===== src/apgc_defs.vh =====
`ifndef APGC_DEFS_VH
`define APGC_DEFS_VH

// ----------------------------------------------------------------
// Gain code encodings
// ----------------------------------------------------------------
`define APGC_GAIN_CODE_W 3
`define APGC_GAIN_X1 3'h0
`define APGC_GAIN_X2 3'h1
`define APGC_GAIN_X4 3'h2
`define APGC_GAIN_X8 3'h3
`define APGC_GAIN_X16 3'h4
`define APGC_GAIN_X32 3'h5
// One-hot gain select, bit n means gain 2**n
`define APGC_GAIN_SEL_W 6
`define APGC_GAIN_SEL_X1 6'h01

// ----------------------------------------------------------------
// Quantizer and modulator timing
// ----------------------------------------------------------------
`define APGC_THERMO_W 4
`define APGC_THERMO_RESET 4'h3
`define APGC_NUM_CH 2
`define APGC_SD_ALL 2'h3
// Master clock to modulator clock ratio: 4 MHz in, 1 MHz out
`define APGC_MCLK_KHZ 4000
`define APGC_MODULATOR_SAMPLE_CLOCK_KHZ 1000
`define APGC_MODULATOR_SAMPLE_CLOCK_DIV (`APGC_MCLK_KHZ / `APGC_MODULATOR_SAMPLE_CLOCK_KHZ)
`define APGC_DIV_W 2
// Last divider count; parking here makes a restart begin a full phase
`define APGC_DIV_LAST 2'h3

`endif


===== src/apgc_channel.v =====
`timescale 1ns/100ps
`include "apgc_defs.vh"

// ----------------------------------------------------------------
// Per-channel gain decode and thermometer quantizer
// ----------------------------------------------------------------
module apgc_channel (
  input wire core_clk_i,
  input wire rst_i,
  input wire run_i,
  input wire sample_i,
  input wire [2:0] channel_gain_code_i,
  input wire [3:0] comp_raw_i,
  output reg [5:0] gain_sel_o,
  output reg [3:0] thermo_o,
  output reg [2:0] level_o
);

  reg [3:0] thermo_next;
  reg [5:0] gain_next;

  // Gain decode; unassigned codes fall back to unity
  always @* begin
    case (channel_gain_code_i)
      // gain code table
      `APGC_GAIN_X1: gain_next = 6'h01;
      `APGC_GAIN_X2: gain_next = 6'h02;
      `APGC_GAIN_X4: gain_next = 6'h04;
      `APGC_GAIN_X8: gain_next = 6'h08;
      `APGC_GAIN_X16: gain_next = 6'h10;
      `APGC_GAIN_X32: gain_next = 6'h20;
      // codes 6, 7 unity
      default: gain_next = `APGC_GAIN_SEL_X1;
    endcase
  end

  // Force a clean thermometer code so bubbles never reach the DAC
  always @* begin
    // thermometer from four comparators
    thermo_next = {comp_raw_i[3] & comp_raw_i[2] & comp_raw_i[1]
                   & comp_raw_i[0],
                   comp_raw_i[2] & comp_raw_i[1] & comp_raw_i[0],
                   comp_raw_i[1] & comp_raw_i[0],
                   comp_raw_i[0]};
  end

  // Quantizer register, refreshed once per modulator clock
  always @(posedge core_clk_i) begin
    gain_sel_o <= gain_next;
    if (rst_i) begin
      // comparator reset pattern
      thermo_o <= `APGC_THERMO_RESET;
      level_o <= 3'h2;
      gain_sel_o <= `APGC_GAIN_SEL_X1;
    end else if (run_i && sample_i) begin
      // one update per modulator clock
      thermo_o <= thermo_next;
      level_o <= {2'h0, thermo_next[0]} + {2'h0, thermo_next[1]}
                 + {2'h0, thermo_next[2]} + {2'h0, thermo_next[3]};
    end
  end

endmodule // apgc_channel


===== src/apgc_top.v =====
`timescale 1ns/100ps
`include "apgc_defs.vh"

// Contract
// Full low-power needs both shutdown bits 11 and both external selects 1.
// Full low-power disables both supply monitors and stops all clocks.
// Full low-power holds both converters off and the reference off.
// Full low-power is only reachable in SPI mode, which the host must use.
// Full low-power also withholds the clock from the input structure.
// The serial interface stays alive in full low-power.
// Clearing any controlling bit restores both supply monitors.
// Each channel has a 3-bit gain code, 0..5 giving gains 1..32.
// Gain codes 6 and 7 act as gain 1.
// Each quantizer is four comparators giving a thermometer code.
// Modulators update once per modulator clock, master divided by 4.
// Hard reset forces comparators to 0011 and clears filters.
// All converters shut down stops core and input clocks until one runs.
// The low-power decode is combinational from the stored bits.

module apgc_top (
  input wire core_clk_i,
  input wire rst_i,
  input wire spi_mode_i,
  input wire [1:0] shutdown_i,
  input wire external_reference_select_i,
  input wire external_clock_select_i,
  input wire [2:0] channel_gain_code_0_i,
  input wire [2:0] channel_gain_code_1_i,
  input wire [3:0] comp_raw_0_i,
  input wire [3:0] comp_raw_1_i,
  output reg full_shutdown_o,
  output reg avdd_por_en_o,
  output reg dvdd_por_en_o,
  output reg [1:0] adc_enable_o,
  output reg vref_int_en_o,
  output reg input_clk_en_o,
  output reg core_clk_en_o,
  output reg spi_active_o,
  output reg modulator_sample_clock_o,
  output reg [1:0] filter_clear_o,
  output reg [5:0] gain_sel_0_o,
  output reg [5:0] gain_sel_1_o,
  output reg [3:0] thermo_0_o,
  output reg [3:0] thermo_1_o,
  output reg [2:0] level_0_o,
  output reg [2:0] level_1_o
);

  // ----------------------------------------------------------------
  // Input synchronisers
  // ----------------------------------------------------------------
  // Comparator outputs are analog-side, so they cross two flops
  reg [7:0] comp_meta_reg;
  reg [7:0] comp_sync_reg;

  always @(posedge core_clk_i) begin
    if (rst_i) begin
      comp_meta_reg <= 8'h00;
      comp_sync_reg <= 8'h00;
    end else begin
      comp_meta_reg <= {comp_raw_1_i, comp_raw_0_i};
      comp_sync_reg <= comp_meta_reg;
    end
  end

  // ----------------------------------------------------------------
  // Low-power decode
  // ----------------------------------------------------------------
  // Config bits arrive from the register file on this clock
  wire full_sd;
  wire all_sd;

  // combinational decode
  // entry condition
  // SPI mode only
  assign full_sd = spi_mode_i && (shutdown_i == `APGC_SD_ALL)
                   && external_reference_select_i
                   && external_clock_select_i;
  // all converters off
  assign all_sd = (shutdown_i == `APGC_SD_ALL);

  // ----------------------------------------------------------------
  // Modulator clock divider
  // ----------------------------------------------------------------
  reg [1:0] div_reg;
  reg [1:0] div_next;
  wire sample_tick;
  wire run;

  assign run = ~all_sd;
  assign sample_tick = (div_reg == 2'h0);

  // Divider parks on its last count while stopped, so the first
  // modulator clock after reset or a restart is never a short pulse
  always @* begin
    div_next = `APGC_DIV_LAST;
    if (run) begin
      if (div_reg == `APGC_DIV_LAST)
        div_next = 2'h0;
      else
        div_next = div_reg + 2'h1;
    end
  end

  always @(posedge core_clk_i) begin
    if (rst_i) begin
      div_reg <= `APGC_DIV_LAST;
    end else begin
      div_reg <= div_next;
    end
  end

  // ----------------------------------------------------------------
  // Power and clock control outputs
  // ----------------------------------------------------------------
  // Registered one stage after the decode; outputs must come from flops
  always @(posedge core_clk_i) begin
    if (rst_i) begin
      full_shutdown_o <= 1'b0;
      avdd_por_en_o <= 1'b1;
      dvdd_por_en_o <= 1'b1;
      adc_enable_o <= 2'h0;
      vref_int_en_o <= 1'b1;
      input_clk_en_o <= 1'b1;
      core_clk_en_o <= 1'b1;
      spi_active_o <= 1'b0;
      modulator_sample_clock_o <= 1'b0;
      filter_clear_o <= 2'h3;
    end else begin
      full_shutdown_o <= full_sd;
      // monitors off in full low-power
      // monitors back once any bit clears
      avdd_por_en_o <= ~full_sd;
      dvdd_por_en_o <= ~full_sd;
      // converters held off
      adc_enable_o <= full_sd ? 2'h0 : ~shutdown_i;
      // reference off
      vref_int_en_o <= ~full_sd;
      // input clock withheld
      // input clock gated
      input_clk_en_o <= ~(full_sd | all_sd);
      // no clock propagates
      // core clock gated
      core_clk_en_o <= ~(full_sd | all_sd);
      // serial interface kept alive
      spi_active_o <= 1'b1;
      // half-duty modulator clock
      modulator_sample_clock_o <= run && (div_next < 2'h2);
      // filters cleared while converter is off
      filter_clear_o <= shutdown_i;
    end
  end

  // ----------------------------------------------------------------
  // Channels
  // ----------------------------------------------------------------
  wire [5:0] gsel0;
  wire [5:0] gsel1;
  wire [3:0] th0;
  wire [3:0] th1;
  wire [2:0] lv0;
  wire [2:0] lv1;

  apgc_channel u_ch0 (
    .core_clk_i(core_clk_i),
    .rst_i(rst_i),
    .run_i(~shutdown_i[0]),
    .sample_i(sample_tick),
    .channel_gain_code_i(channel_gain_code_0_i),
    .comp_raw_i(comp_sync_reg[3:0]),
    .gain_sel_o(gsel0),
    .thermo_o(th0),
    .level_o(lv0)
  );

  apgc_channel u_ch1 (
    .core_clk_i(core_clk_i),
    .rst_i(rst_i),
    .run_i(~shutdown_i[1]),
    .sample_i(sample_tick),
    .channel_gain_code_i(channel_gain_code_1_i),
    .comp_raw_i(comp_sync_reg[7:4]),
    .gain_sel_o(gsel1),
    .thermo_o(th1),
    .level_o(lv1)
  );

  // Top outputs straight from flops; adds one cycle of latency
  always @(posedge core_clk_i) begin
    if (rst_i) begin
      gain_sel_0_o <= `APGC_GAIN_SEL_X1;
      gain_sel_1_o <= `APGC_GAIN_SEL_X1;
      thermo_0_o <= `APGC_THERMO_RESET;
      thermo_1_o <= `APGC_THERMO_RESET;
      level_0_o <= 3'h2;
      level_1_o <= 3'h2;
    end else begin
      gain_sel_0_o <= gsel0;
      gain_sel_1_o <= gsel1;
      thermo_0_o <= th0;
      thermo_1_o <= th1;
      level_0_o <= lv0;
      level_1_o <= lv1;
    end
  end

endmodule // apgc_top


===== config.mk =====
export PLATFORM = sky130hd
export DESIGN_NAME = apgc_top
export DESIGN_NICKNAME = d
export VERILOG_FILES = /design/src/apgc_channel.v /design/src/apgc_top.v
export VERILOG_INCLUDE_DIRS = /design/src
export SDC_FILE = /design/constraint.sdc
export NUM_CORES = 1
export LEC_CHECK = 0
export BUFFER_PORTS_ARGS = -buffer_cell sky130_fd_sc_hd__buf_2
export CELL_PAD_IN_SITES_DETAIL_PLACEMENT = 0
export CELL_PAD_IN_SITES_GLOBAL_PLACEMENT = 1
export CORE_MARGIN = 2
export CORE_UTILIZATION = 40
export DETAILED_ROUTE_END_ITERATION = 10
export PLACE_DENSITY = 0.74
export SYNTH_ARGS = -nofsm -noshare
export SYNTH_HDL_FRONTEND = slang
export SYNTH_SLANG_ARGS = --single-unit

===== constraint.sdc =====
create_clock -name core_clk_i -period 1.96 [get_ports core_clk_i]
set_input_delay 0.588 -clock core_clk_i [delete_from_list [all_inputs] [get_ports core_clk_i]]
set_output_delay 0.588 -clock core_clk_i [all_outputs]
set_load 0.01 [all_outputs]

# == After elaboration in Yosys (flattened, before gate mapping) ==
# Cells that the tools add are included.
# word_totals
reg_bits,79
input_bits,21
output_inout_bits,38
word_cells,74
# classes
addsub,7
order_cmp,1
eq_ne,12
mux,5
n_bitwise,19
reduce_logical,8
# op_table
op,count
$pmux W6 S5,2
$add A3 B1 Y3,4
$and A1 B1 Y1,12
$eq A3 B2 Y1 const B,4
$eq A3 B3 Y1 const B,4
$eq A3 B1 Y1 const B,2
$logic_and A1 B1 Y1,6
$not A1 Y1,5
$add A1 B1 Y2,2
$eq A2 B2 Y1 const B,2
$mux W2,2
$add A2 B1 Y2 const B,1
$logic_not A2 Y1,1
$lt A2 B2 Y1 const B,1
$not A2 Y2,1
$reduce_or A2 Y1,1
$mux W1,1
$or A1 B1 Y1,1

# == Logic depth before layout (Yosys ltp) ==
# Gate-level depths: netlist (run 1).
# logic_depth
word_depth,6
ltp_mapped,7
depth_no_buf,7

# == Hierarchy ==
# From an unflattened synthesis (run 1), not the netlist that was laid out.
# unflattened
cells_unflattened,226
area_unflattened_um2,2555.0
# modules_own_cells
module,n_inst,cells_per_inst,area_each_um2,seq_area_each_um2
apgc_top,1,122,1498.9,1061.0
apgc_channel,2,52,528.0,260.2

# == Worst setup path after synthesis (run 1) ==
# No wires, ideal clock.
# synth_path
kind,reg-to-reg
startpoint,reg comp_sync_reg[5]
endpoint,reg u_ch1.level_o[1]
setup_ns,0.121
t_arrival_ns,1.413
required_ns,1.839
path_slack_ns,0.426
stages_incl_launch_ff,7
path_buffers,0
synth_period_minus_slack_ns,1.534
cell_sequence,dfxtp_1 -> and3_4 -> and2_1 -> fa_1 -> ha_1 -> nand2_1 -> nand3_1
# synth_via
elab_chain_cells,4
word_cells_on_any_way,8
classes_between,3 x add/sub; 5 x bitwise
# synth_lines
item,line_no,rtl
"start, declared",apgc_top.v:54,reg [7:0] comp_sync_reg;
"start signal, assigned",apgc_top.v:62,comp_sync_reg <= comp_meta_reg;
$and A1 B1 Y1 (2 in series),apgc_channel.v:42,"comp_raw_i[2] & comp_raw_i[1] & comp_raw_i[0],"
via u_ch1.thermo_next[2],apgc_channel.v:19,reg [3:0] thermo_next;
$add A3 B1 Y3 (2 in series),apgc_channel.v:59,"+ {2'h0, thermo_next[2]} + {2'h0, thermo_next[3]};"
"end signal, assigned",apgc_channel.v:58,"level_o <= {2'h0, thermo_next[0]} + {2'h0, thermo_next[1]}"
"end, declared",apgc_channel.v:16,output reg [2:0] level_o
# The timed path passes the listed nets, and every way through them passes these cells.
# A chain may end at the register's enable or synchronous reset.

# == Worst setup path in the final report (run 1) ==
# Same ends and word-level chain as after synthesis.

==> summary.md, run 1 <==
| Metric | Value |
|---|---|
| Htree depth | `3` |
| Hpwl dp | `2.80 mm` |
| Synthesized cell area | `roughly 0.0025 mm^2` |
| Compound-Gate Fraction of Synth Area | `4.30%` |
| Clk root buf | `clkbuf_8` |
| Hold Crit Class | `flip-flop to flip-flop` |
| # IOs | `between 50 and 60` |
| Final period util | `82.7%` |
| Multi-input logic area | `around 800 um^2` |
| Fraction of the mapped netlist area in adder cells | `between 3 and 4%` |
| WL met1 | `1.70 mm` |
| Min cycle time layout | `1620 ps` |
| Simple-gate area share of the yosys netlist | `between 20 and 25%` |
| Max VDD drop | `0.451 mV` |
| CP Launch Type | `flip-flop` |
| # fillers | `~560` |
| Die ar. | `0.00691 mm^2` |
| Core area | `~0.0060 mm^2` |
| Max Fclk | `617 MHz` |
| Sequential cell area | `between 0.0015 and 0.002 mm^2` |
| Nets | `310` |
| Wirelength per Cell | `10.8 um` |
| Die Width | `approximately 83 um` |
| Cell breakdown of the critical path | `and3_4 -> and2_1 -> fa_1 -> ha_1 -> nand2_1 -> nand3_1` |
| Row Count | `28` |
| Sequential share of the synthesized area | `63.1%` |
| Hold Buf Count CTS | `0` |
| PortBufs | `between 50 and 60` |
| Largest family of logic cells by synthesized area | `simple AND/OR/NAND/NOR gates` |
| Drt drc | `0` |
| Total CTS buffers | `9` |
| Synth Area in XOR/XNOR | `0%` |
| Remaining global-route overflow | `0` |
| Slew margin rel. | `a little under 80%` |
| CTS tree | `done` |
| Synthesized netlist cell count | `222` |
| Die Ht | `83.1 um` |
| Unique masters post-synth | `32` |
| Worst slew pin tran | `331 ps` |
| Leak | `about 0.0014 uW` |
| Routed WL | `3.91 mm` |
| Status | `finished, final reports clean` |
| Max Used Layer | `met4` |
| Fin Setup TNS | `0 ps` |
| DRT antenna net count | `0` |
| Mapped Nets | `249` |
| Max-slew violations | `0` |
| DR vias | `1581` |
| Synthesis-to-finish area growth | `21.1%` |
| WP data required | `2180 ps` |
| CTS Sinks | `79` |
| Routability cong. | `roughly 0.7` |
| Setup repair after global routing missed its margin | `no` |
| Worst skew pair latency | `~340 ps` |
| Final Instance Count excl. Fillers | `363` |
| CTS clk-pin slew, worst paths | `70 ps` |
| Mux cell area share after synthesis | `0%` |
| Layout cells sized above 1 | `30.2%` |
| #FFs+latches synth | `79` |
| Skew final | `~4.5 ps` |
| Post-DR vias/cell | `4.36` |
| First-pass GRT wire length | `6.64 mm` |
| First drt pass iteration count | `4` |
| Post-CTS sizing | `0` |
| Most frequent cells in the layout | `dfxtp_1, buf_2, nor2b_1` |
| Commonest non-fill, non-tap cell in the layout | `dfxtp_1` |
| P per Cell Area | `1000 mW/mm^2` |
| Final setup vio count | `0` |
| Initial Utilization | `41.8%` |
| Final Hold Fails | `0` |
| Crit. End Element | `flip-flop` |
| Top-area cell type share of the netlist area | `63.1%` |
| Final cell utilization of the core | `50.6%` |
| Initial DRC count | `72` |
| Largest cells by area after synthesis | `dfxtp_1, nor2b_1, nand2_1` |
| Worst-path fanout max | `3` |
| Slowest Stage Delay on Critical Path | `400 ps` |
| Warnings, synthesis | `0` |
| Synth area leader | `dfxtp_1` |
| Worst path slowest cell | `fa_1` |
| Dpl cells | `347` |
| Longest Clk Path Bufs | `2` |
| Initial antenna violation count | `0` |
| Arr. time, crit path | `1840 ps` |
| Avg Cell Area, Syn | `11.3 um^2` |
| Post-CTS setup buffer count | `0` |
| Vias in the first global route | `1525` |
| Largest net degree at the start of global routing | `28` |
| Diodes inserted | `0` |
| Met2 wire length | `about 1.9 mm` |
| Metal3 WL | `175 um` |
| Global-route usage over all layers | `roughly an eighth` |
| CP Class | `flip-flop to flip-flop` |
| Maxcap violations | `0` |
-- through the flow --
stage / hold slack (ps) / area (um^2) / total power [uW] / worst slack (ps)
floorplan: 383 / 2500 / 1800 / 426
global placement: 387 / 2830 / 1860 / 382
detailed placement: 392 / 2830 / 1860 / 335
CTS: 410 / 3030 / 3080 / 321
global route: 425 / 3030 / 3170 / 262
finish: 406 / 3030 / 3050 / 340
-- layer usage --
metal,up-vias,GRT usage (%)
met1,722,13.2
met2,27,20.5
met3,8,4.87
met4,0,6.71
met5,-,0
li1,824,-
-- area by class of cell --
class | count | area share, %
flip-flops and latches | 79 | 52.1
multi-input cells | 124 | 26.5
repair buffers | 62 | 10.6
clock buffers | 13 | 5.57
well taps | 75 | 3.09
clock inverters | 3 | 1.32
inverters | 7 | 0.866
-- Yosys cell counts --
master    instances
o31ai_2           2
and2b_2           1
or2b_1            1
buf_6             3
inv_2             1
and2b_1           2
and2_2            1
nand3_1           7
nor2_1            8
fa_1              2
buf_4             6
nand2b_1          4
and2_1            2
nor4b_2           1
inv_1             6
o31ai_1           1
a22o_1            2
a211oi_2          1
and3_4            1
buf_2             3
o21ai_1           2
nor2_2            1
dfxtp_1          79
nand2_1          20
nor2b_1          35
or2_1            11
a21oi_1           6
nor4b_4           1
nor3_1            5
nor4bb_1          2
ha_1              4
o21ai_0           1
-- worst paths after layout --
check	startpoint	slack [ps]	to	depth (start not counted)
worst max-delay path	comp_sync_reg[5]	340	u_ch1.level_o[1]	6
worst min-delay path	u_ch1.gain_sel_o[0]	410	gain_sel_1_o[0]	1
worst max register to register	comp_sync_reg[5]	340	u_ch1.level_o[1]	6
worst min register to register	u_ch1.gain_sel_o[0]	410	gain_sel_1_o[0]	1
-- where the power goes --
part / total, uW / internal, uW / switching (uW)
Combinational: 151 / 68.2 / 82.9
Clock: 1230 / 689 / 539
Sequential: 1670 / 1660 / 14.2
-- cells by family after synthesis --
kind of cell             after synthesis
AO/OA/AOI/OAI                         15
buffers and inverters                 19
flip-flops                            79
AND/OR/NAND/NOR                      103
adder cells (fa/ha/maj)                6
-- critical path: cells and delay by family, from the launching register on --
kind	cells	cell delay, ps
simple gates	4	500
fa+ha+maj	2	680
flops	1	320
Power figures use the tool's default switching activity.
==> run 2, diff against run 1 <==
Settings changed: ABC_AREA from default to 1, CORE_UTILIZATION 40 to 35, PLACE_DENSITY 0.74 to 0.7.
Clock period 1.96 ns to 1.4 ns, I/O delays scaled along.
==> run 2 against run 1 <==
Effect of this change:
- global-route usage down 0.69 points
- first-iteration DRC count down 46%
- flip-flop and latch count unchanged
- sequential power up 41%
- core utilization down 5.2 points
- routed wire length up 9.2%
- synthesized area up 3.6%
- final cell count up 24%
- hold slack worse by 130 ps
- die area up 18%
- critical path type unchanged
==> summary.md, run 2 <==
| Metric | Value |
|---|---|
| Status | `finished, final reports clean (unchanged)` |
| Final Hold Fails | `0 (unchanged)` |
| Final period util | `97.1% (was 82.7%)` |
| Routed WL | `4.27 mm (was 3.91 mm)` |
| CP Class | `flip-flop to flip-flop (unchanged)` |
| Warnings, synthesis | `0 (unchanged)` |
| Setup repair after global routing missed its margin | `yes (was no)` |
| Crit. End Element | `flip-flop (unchanged)` |
| Avg Cell Area, Syn | `9.44 um^2 (was 11.3 um^2)` |
| Slew margin rel. | `79.3% (was 77.9%)` |
| Most frequent cells in the layout | `dfxtp_1, buf_2, inv_1 (was dfxtp_1, buf_2, nor2b_1)` |
| Gate power share | `5.9% (was 5.0%)` |
| Max VDD drop | `0.495 mV (was 0.451 mV)` |
| Nets | `372 (was 310)` |
| Reg2Reg Depth | `6 (unchanged)` |
| Max Fclk | `736 MHz (was 617 MHz)` |
| Switching portion of total power | `21.9% (was 20.9%)` |
| Die Ht | `90.1 um (was 83.1 um)` |
| # IOs | `59 (unchanged)` |
| Dpl cells | `429 (was 347)` |
| WP data required | `1640 ps (was 2180 ps)` |
| Remaining global-route overflow | `0 (unchanged)` |
| Switching power | `964 uW (was 636 uW)` |
| Htree depth | `3 (unchanged)` |
| Initial antenna violation count | `0 (unchanged)` |
| Final setup vio count | `0 (unchanged)` |
| Fin Setup TNS | `0 ps (unchanged)` |
| CTS clk-pin slew, worst paths | `80 ps (was 70 ps)` |
| Largest cells by area after synthesis | `dfxtp_1, inv_1, nor2_1 (was dfxtp_1, nor2b_1, nand2_1)` |
| Row Count | `31 (was 28)` |
| Wirelength per Cell | `9.51 um (was 10.8 um)` |
| Core area | `0.00721 mm^2 (was 0.00599 mm^2)` |
| Layout cells sized above 1 | `35.7% (was 30.2%)` |
| First drt pass iteration count | `4 (unchanged)` |
| Diodes inserted | `0 (unchanged)` |
| Synthesis-to-finish area growth | `26.4% (was 21.1%)` |
| CP Launch Type | `flip-flop (unchanged)` |
| Top post-synthesis cells by count | `dfxtp_1, inv_1, nor2_1, nand2_1, or2_1 (was dfxtp_1, nor2b_1, nand2_1, or2_1, nor2_1)` |
| Leak | `0.00163 uW (was 0.00136 uW)` |
| Final Power | `4410 uW (was 3050 uW)` |
| Global-route usage over all layers | `11.6% (was 12.2%)` |
| Clock power frac | `40.6% (was 40.3%)` |
| Sequential power share | `53.5% (was 54.8%)` |
| Main synth FF type | `dfxtp_1 (unchanged)` |
| First-pass GRT wire length | `7.33 mm (was 6.64 mm)` |
| Worst-path fanout max | `3 (unchanged)` |
| Hpwl dp | `2.89 mm (was 2.80 mm)` |
| Hold Buf Count CTS | `0 (unchanged)` |
| Post-DR vias/cell | `3.90 (was 4.36)` |
| Initial Utilization | `36.0% (was 41.8%)` |
| Commonest non-fill, non-tap cell in the layout | `dfxtp_1 (unchanged)` |
| Largest net degree at the start of global routing | `38 (was 28)` |
| Async SR Flop Fraction | `0% (unchanged)` |
| CTS tree | `done (unchanged)` |
| DRT antenna net count | `0 (unchanged)` |
| Drt drc | `0 (unchanged)` |
| Unique masters post-synth | `27 (was 32)` |
| Final cell utilization of the core | `45.5% (was 50.6%)` |
| Die ar. | `0.00812 mm^2 (was 0.00691 mm^2)` |
| Worst slew pin tran | `310 ps (was 331 ps)` |
| Clk root buf | `clkbuf_8 (unchanged)` |
| Hold path depth | `3 (was 1)` |
| Routability cong. | `0.738 (was 0.702)` |
| Die Width | `90.1 um (was 83.1 um)` |
| Synthesized netlist cell count | `275 (was 222)` |
| Hold Crit Class | `input pin to flip-flop (was flip-flop to flip-flop)` |
| # fillers | `734 (was 555)` |
| Total CTS buffers | `9 (unchanged)` |
| Multi-input logic area | `749 um^2 (was 803 um^2)` |
| Most common cell in the netlist | `dfxtp_1 (unchanged)` |
| DR vias | `1753 (was 1581)` |
| Max-slew violations | `0 (unchanged)` |
| Maxcap violations | `0 (unchanged)` |
| Arr. time, crit path | `1600 ps (was 1840 ps)` |
| Sequential cell area | `0.00159 mm^2 (was 0.00158 mm^2)` |
| Mapped Nets | `302 (was 249)` |
| Synthesized cell area | `0.00260 mm^2 (was 0.00250 mm^2)` |
| Min cycle time layout | `1360 ps (was 1620 ps)` |
| Worst skew pair latency | `340 ps (about the same)` |
| Vias in the first global route | `1661 (was 1525)` |
| Final Instance Count excl. Fillers | `449 (was 363)` |
| Skew final | `8.03 ps (was 4.52 ps)` |
| PortBufs | `58 (unchanged)` |
| Sequential share of the synthesized area | `60.9% (was 63.1%)` |
| CTS Sinks | `79 (unchanged)` |
| #FFs+latches synth | `79 (unchanged)` |
| Top-area cell type share of the netlist area | `60.9% (was 63.1%)` |
| P per Cell Area | `1340 mW/mm^2 (was 1000 mW/mm^2)` |
| Longest Clk Path Bufs | `2 (unchanged)` |
| Pint | `3440 uW (was 2410 uW)` |
| Initial DRC count | `39 (was 72)` |
| Post-synth EDFFs | `0 (unchanged)` |
| Synth area leader | `dfxtp_1 (unchanged)` |
[run 2: changes by cell type after synthesis, moves of 5 or more]
cell     before  now
inv_1         6   55
nand3_1       7    2
nor2b_1      35    0
nand2_1      20   39
a21oi_1       6    0
a21oi_2       0    5
nor2_1        8   44
nand2_2       0    6
[run 2: stage by stage]
stage               worst slack, ps  cell area [um^2]  hold slack [ps]
floorplan                     -28.4              2600              383
global placement              -51.5              2990              392
detailed placement             -109              2990              396
CTS                            11.0              3230              265
global route                  -25.6              3280              272
finish                         41.2              3280              280
[run 2: power groups by stage]
stage | logic, uW | clock network [uW] | registers (uW)
floorplan | 156 | 0 | 2420
global placement | 259 | 0 | 2410
detailed placement | 259 | 0 | 2410
CTS | 263 | 1860 | 2360
global route | 298 | 1950 | 2370
finish | 261 | 1790 | 2360
[run 2: worst max-delay path: stages (launching register included)]
cell and delay, ps:
dfxtp_2 330, nand4_1 130, inv_2 60, fa_2 410
ha_4 250, nand2_2 50, nand2_1 40
[run 2: logic make-up (layout without fill, tap and decap cells)]
logic type / Yosys count / in the layout / share of synthesized area [%]
buf+inv: 67 / 142 / 12.2
fa+ha+maj: 6 / 6 / 3.47
simple gates: 112 / 112 / 20.3
flops: 79 / 79 / 60.9
compound gates: 11 / 11 / 3.08
[run 2: metal layers]
layer	global-route usage [%]	vias to the layer above	wire length, um
met5	0	-	0
met4	8.08	0	127
met3	3.02	8	176
met2	18.6	36	1980
met1	13.4	773	1990
li1	-	936	-
[run 2: final timing paths]
check	start	to	slack, ps
hold / removal	comp_raw_0_i[3]	comp_meta_reg[3]	280
setup reg to reg	comp_sync_reg[4]	u_ch1.level_o[1]	40
setup / recovery	comp_sync_reg[4]	u_ch1.level_o[1]	40
hold reg to reg	comp_meta_reg[0]	comp_sync_reg[0]	400
[run 2: layout make-up]
cell class	instances	share of cell area [%]
Inverter	58	7.01
Sequential cell	79	48.4
Multi-Input combinational cell	129	22.8
Clock buffer	11	4.00
Clock inverter	5	2.48
Tap cell	99	3.77
Timing Repair Buffer	68	11.5
[run 2: repair_timing]
| item | CTS | global route |
|---|---|---|
| pin swaps | 0 | 11 |
| gates resized for setup | 10 | 11 |
| buffers inserted | 1 | 3 |
| setup endpoints to repair | 5 | 6 |
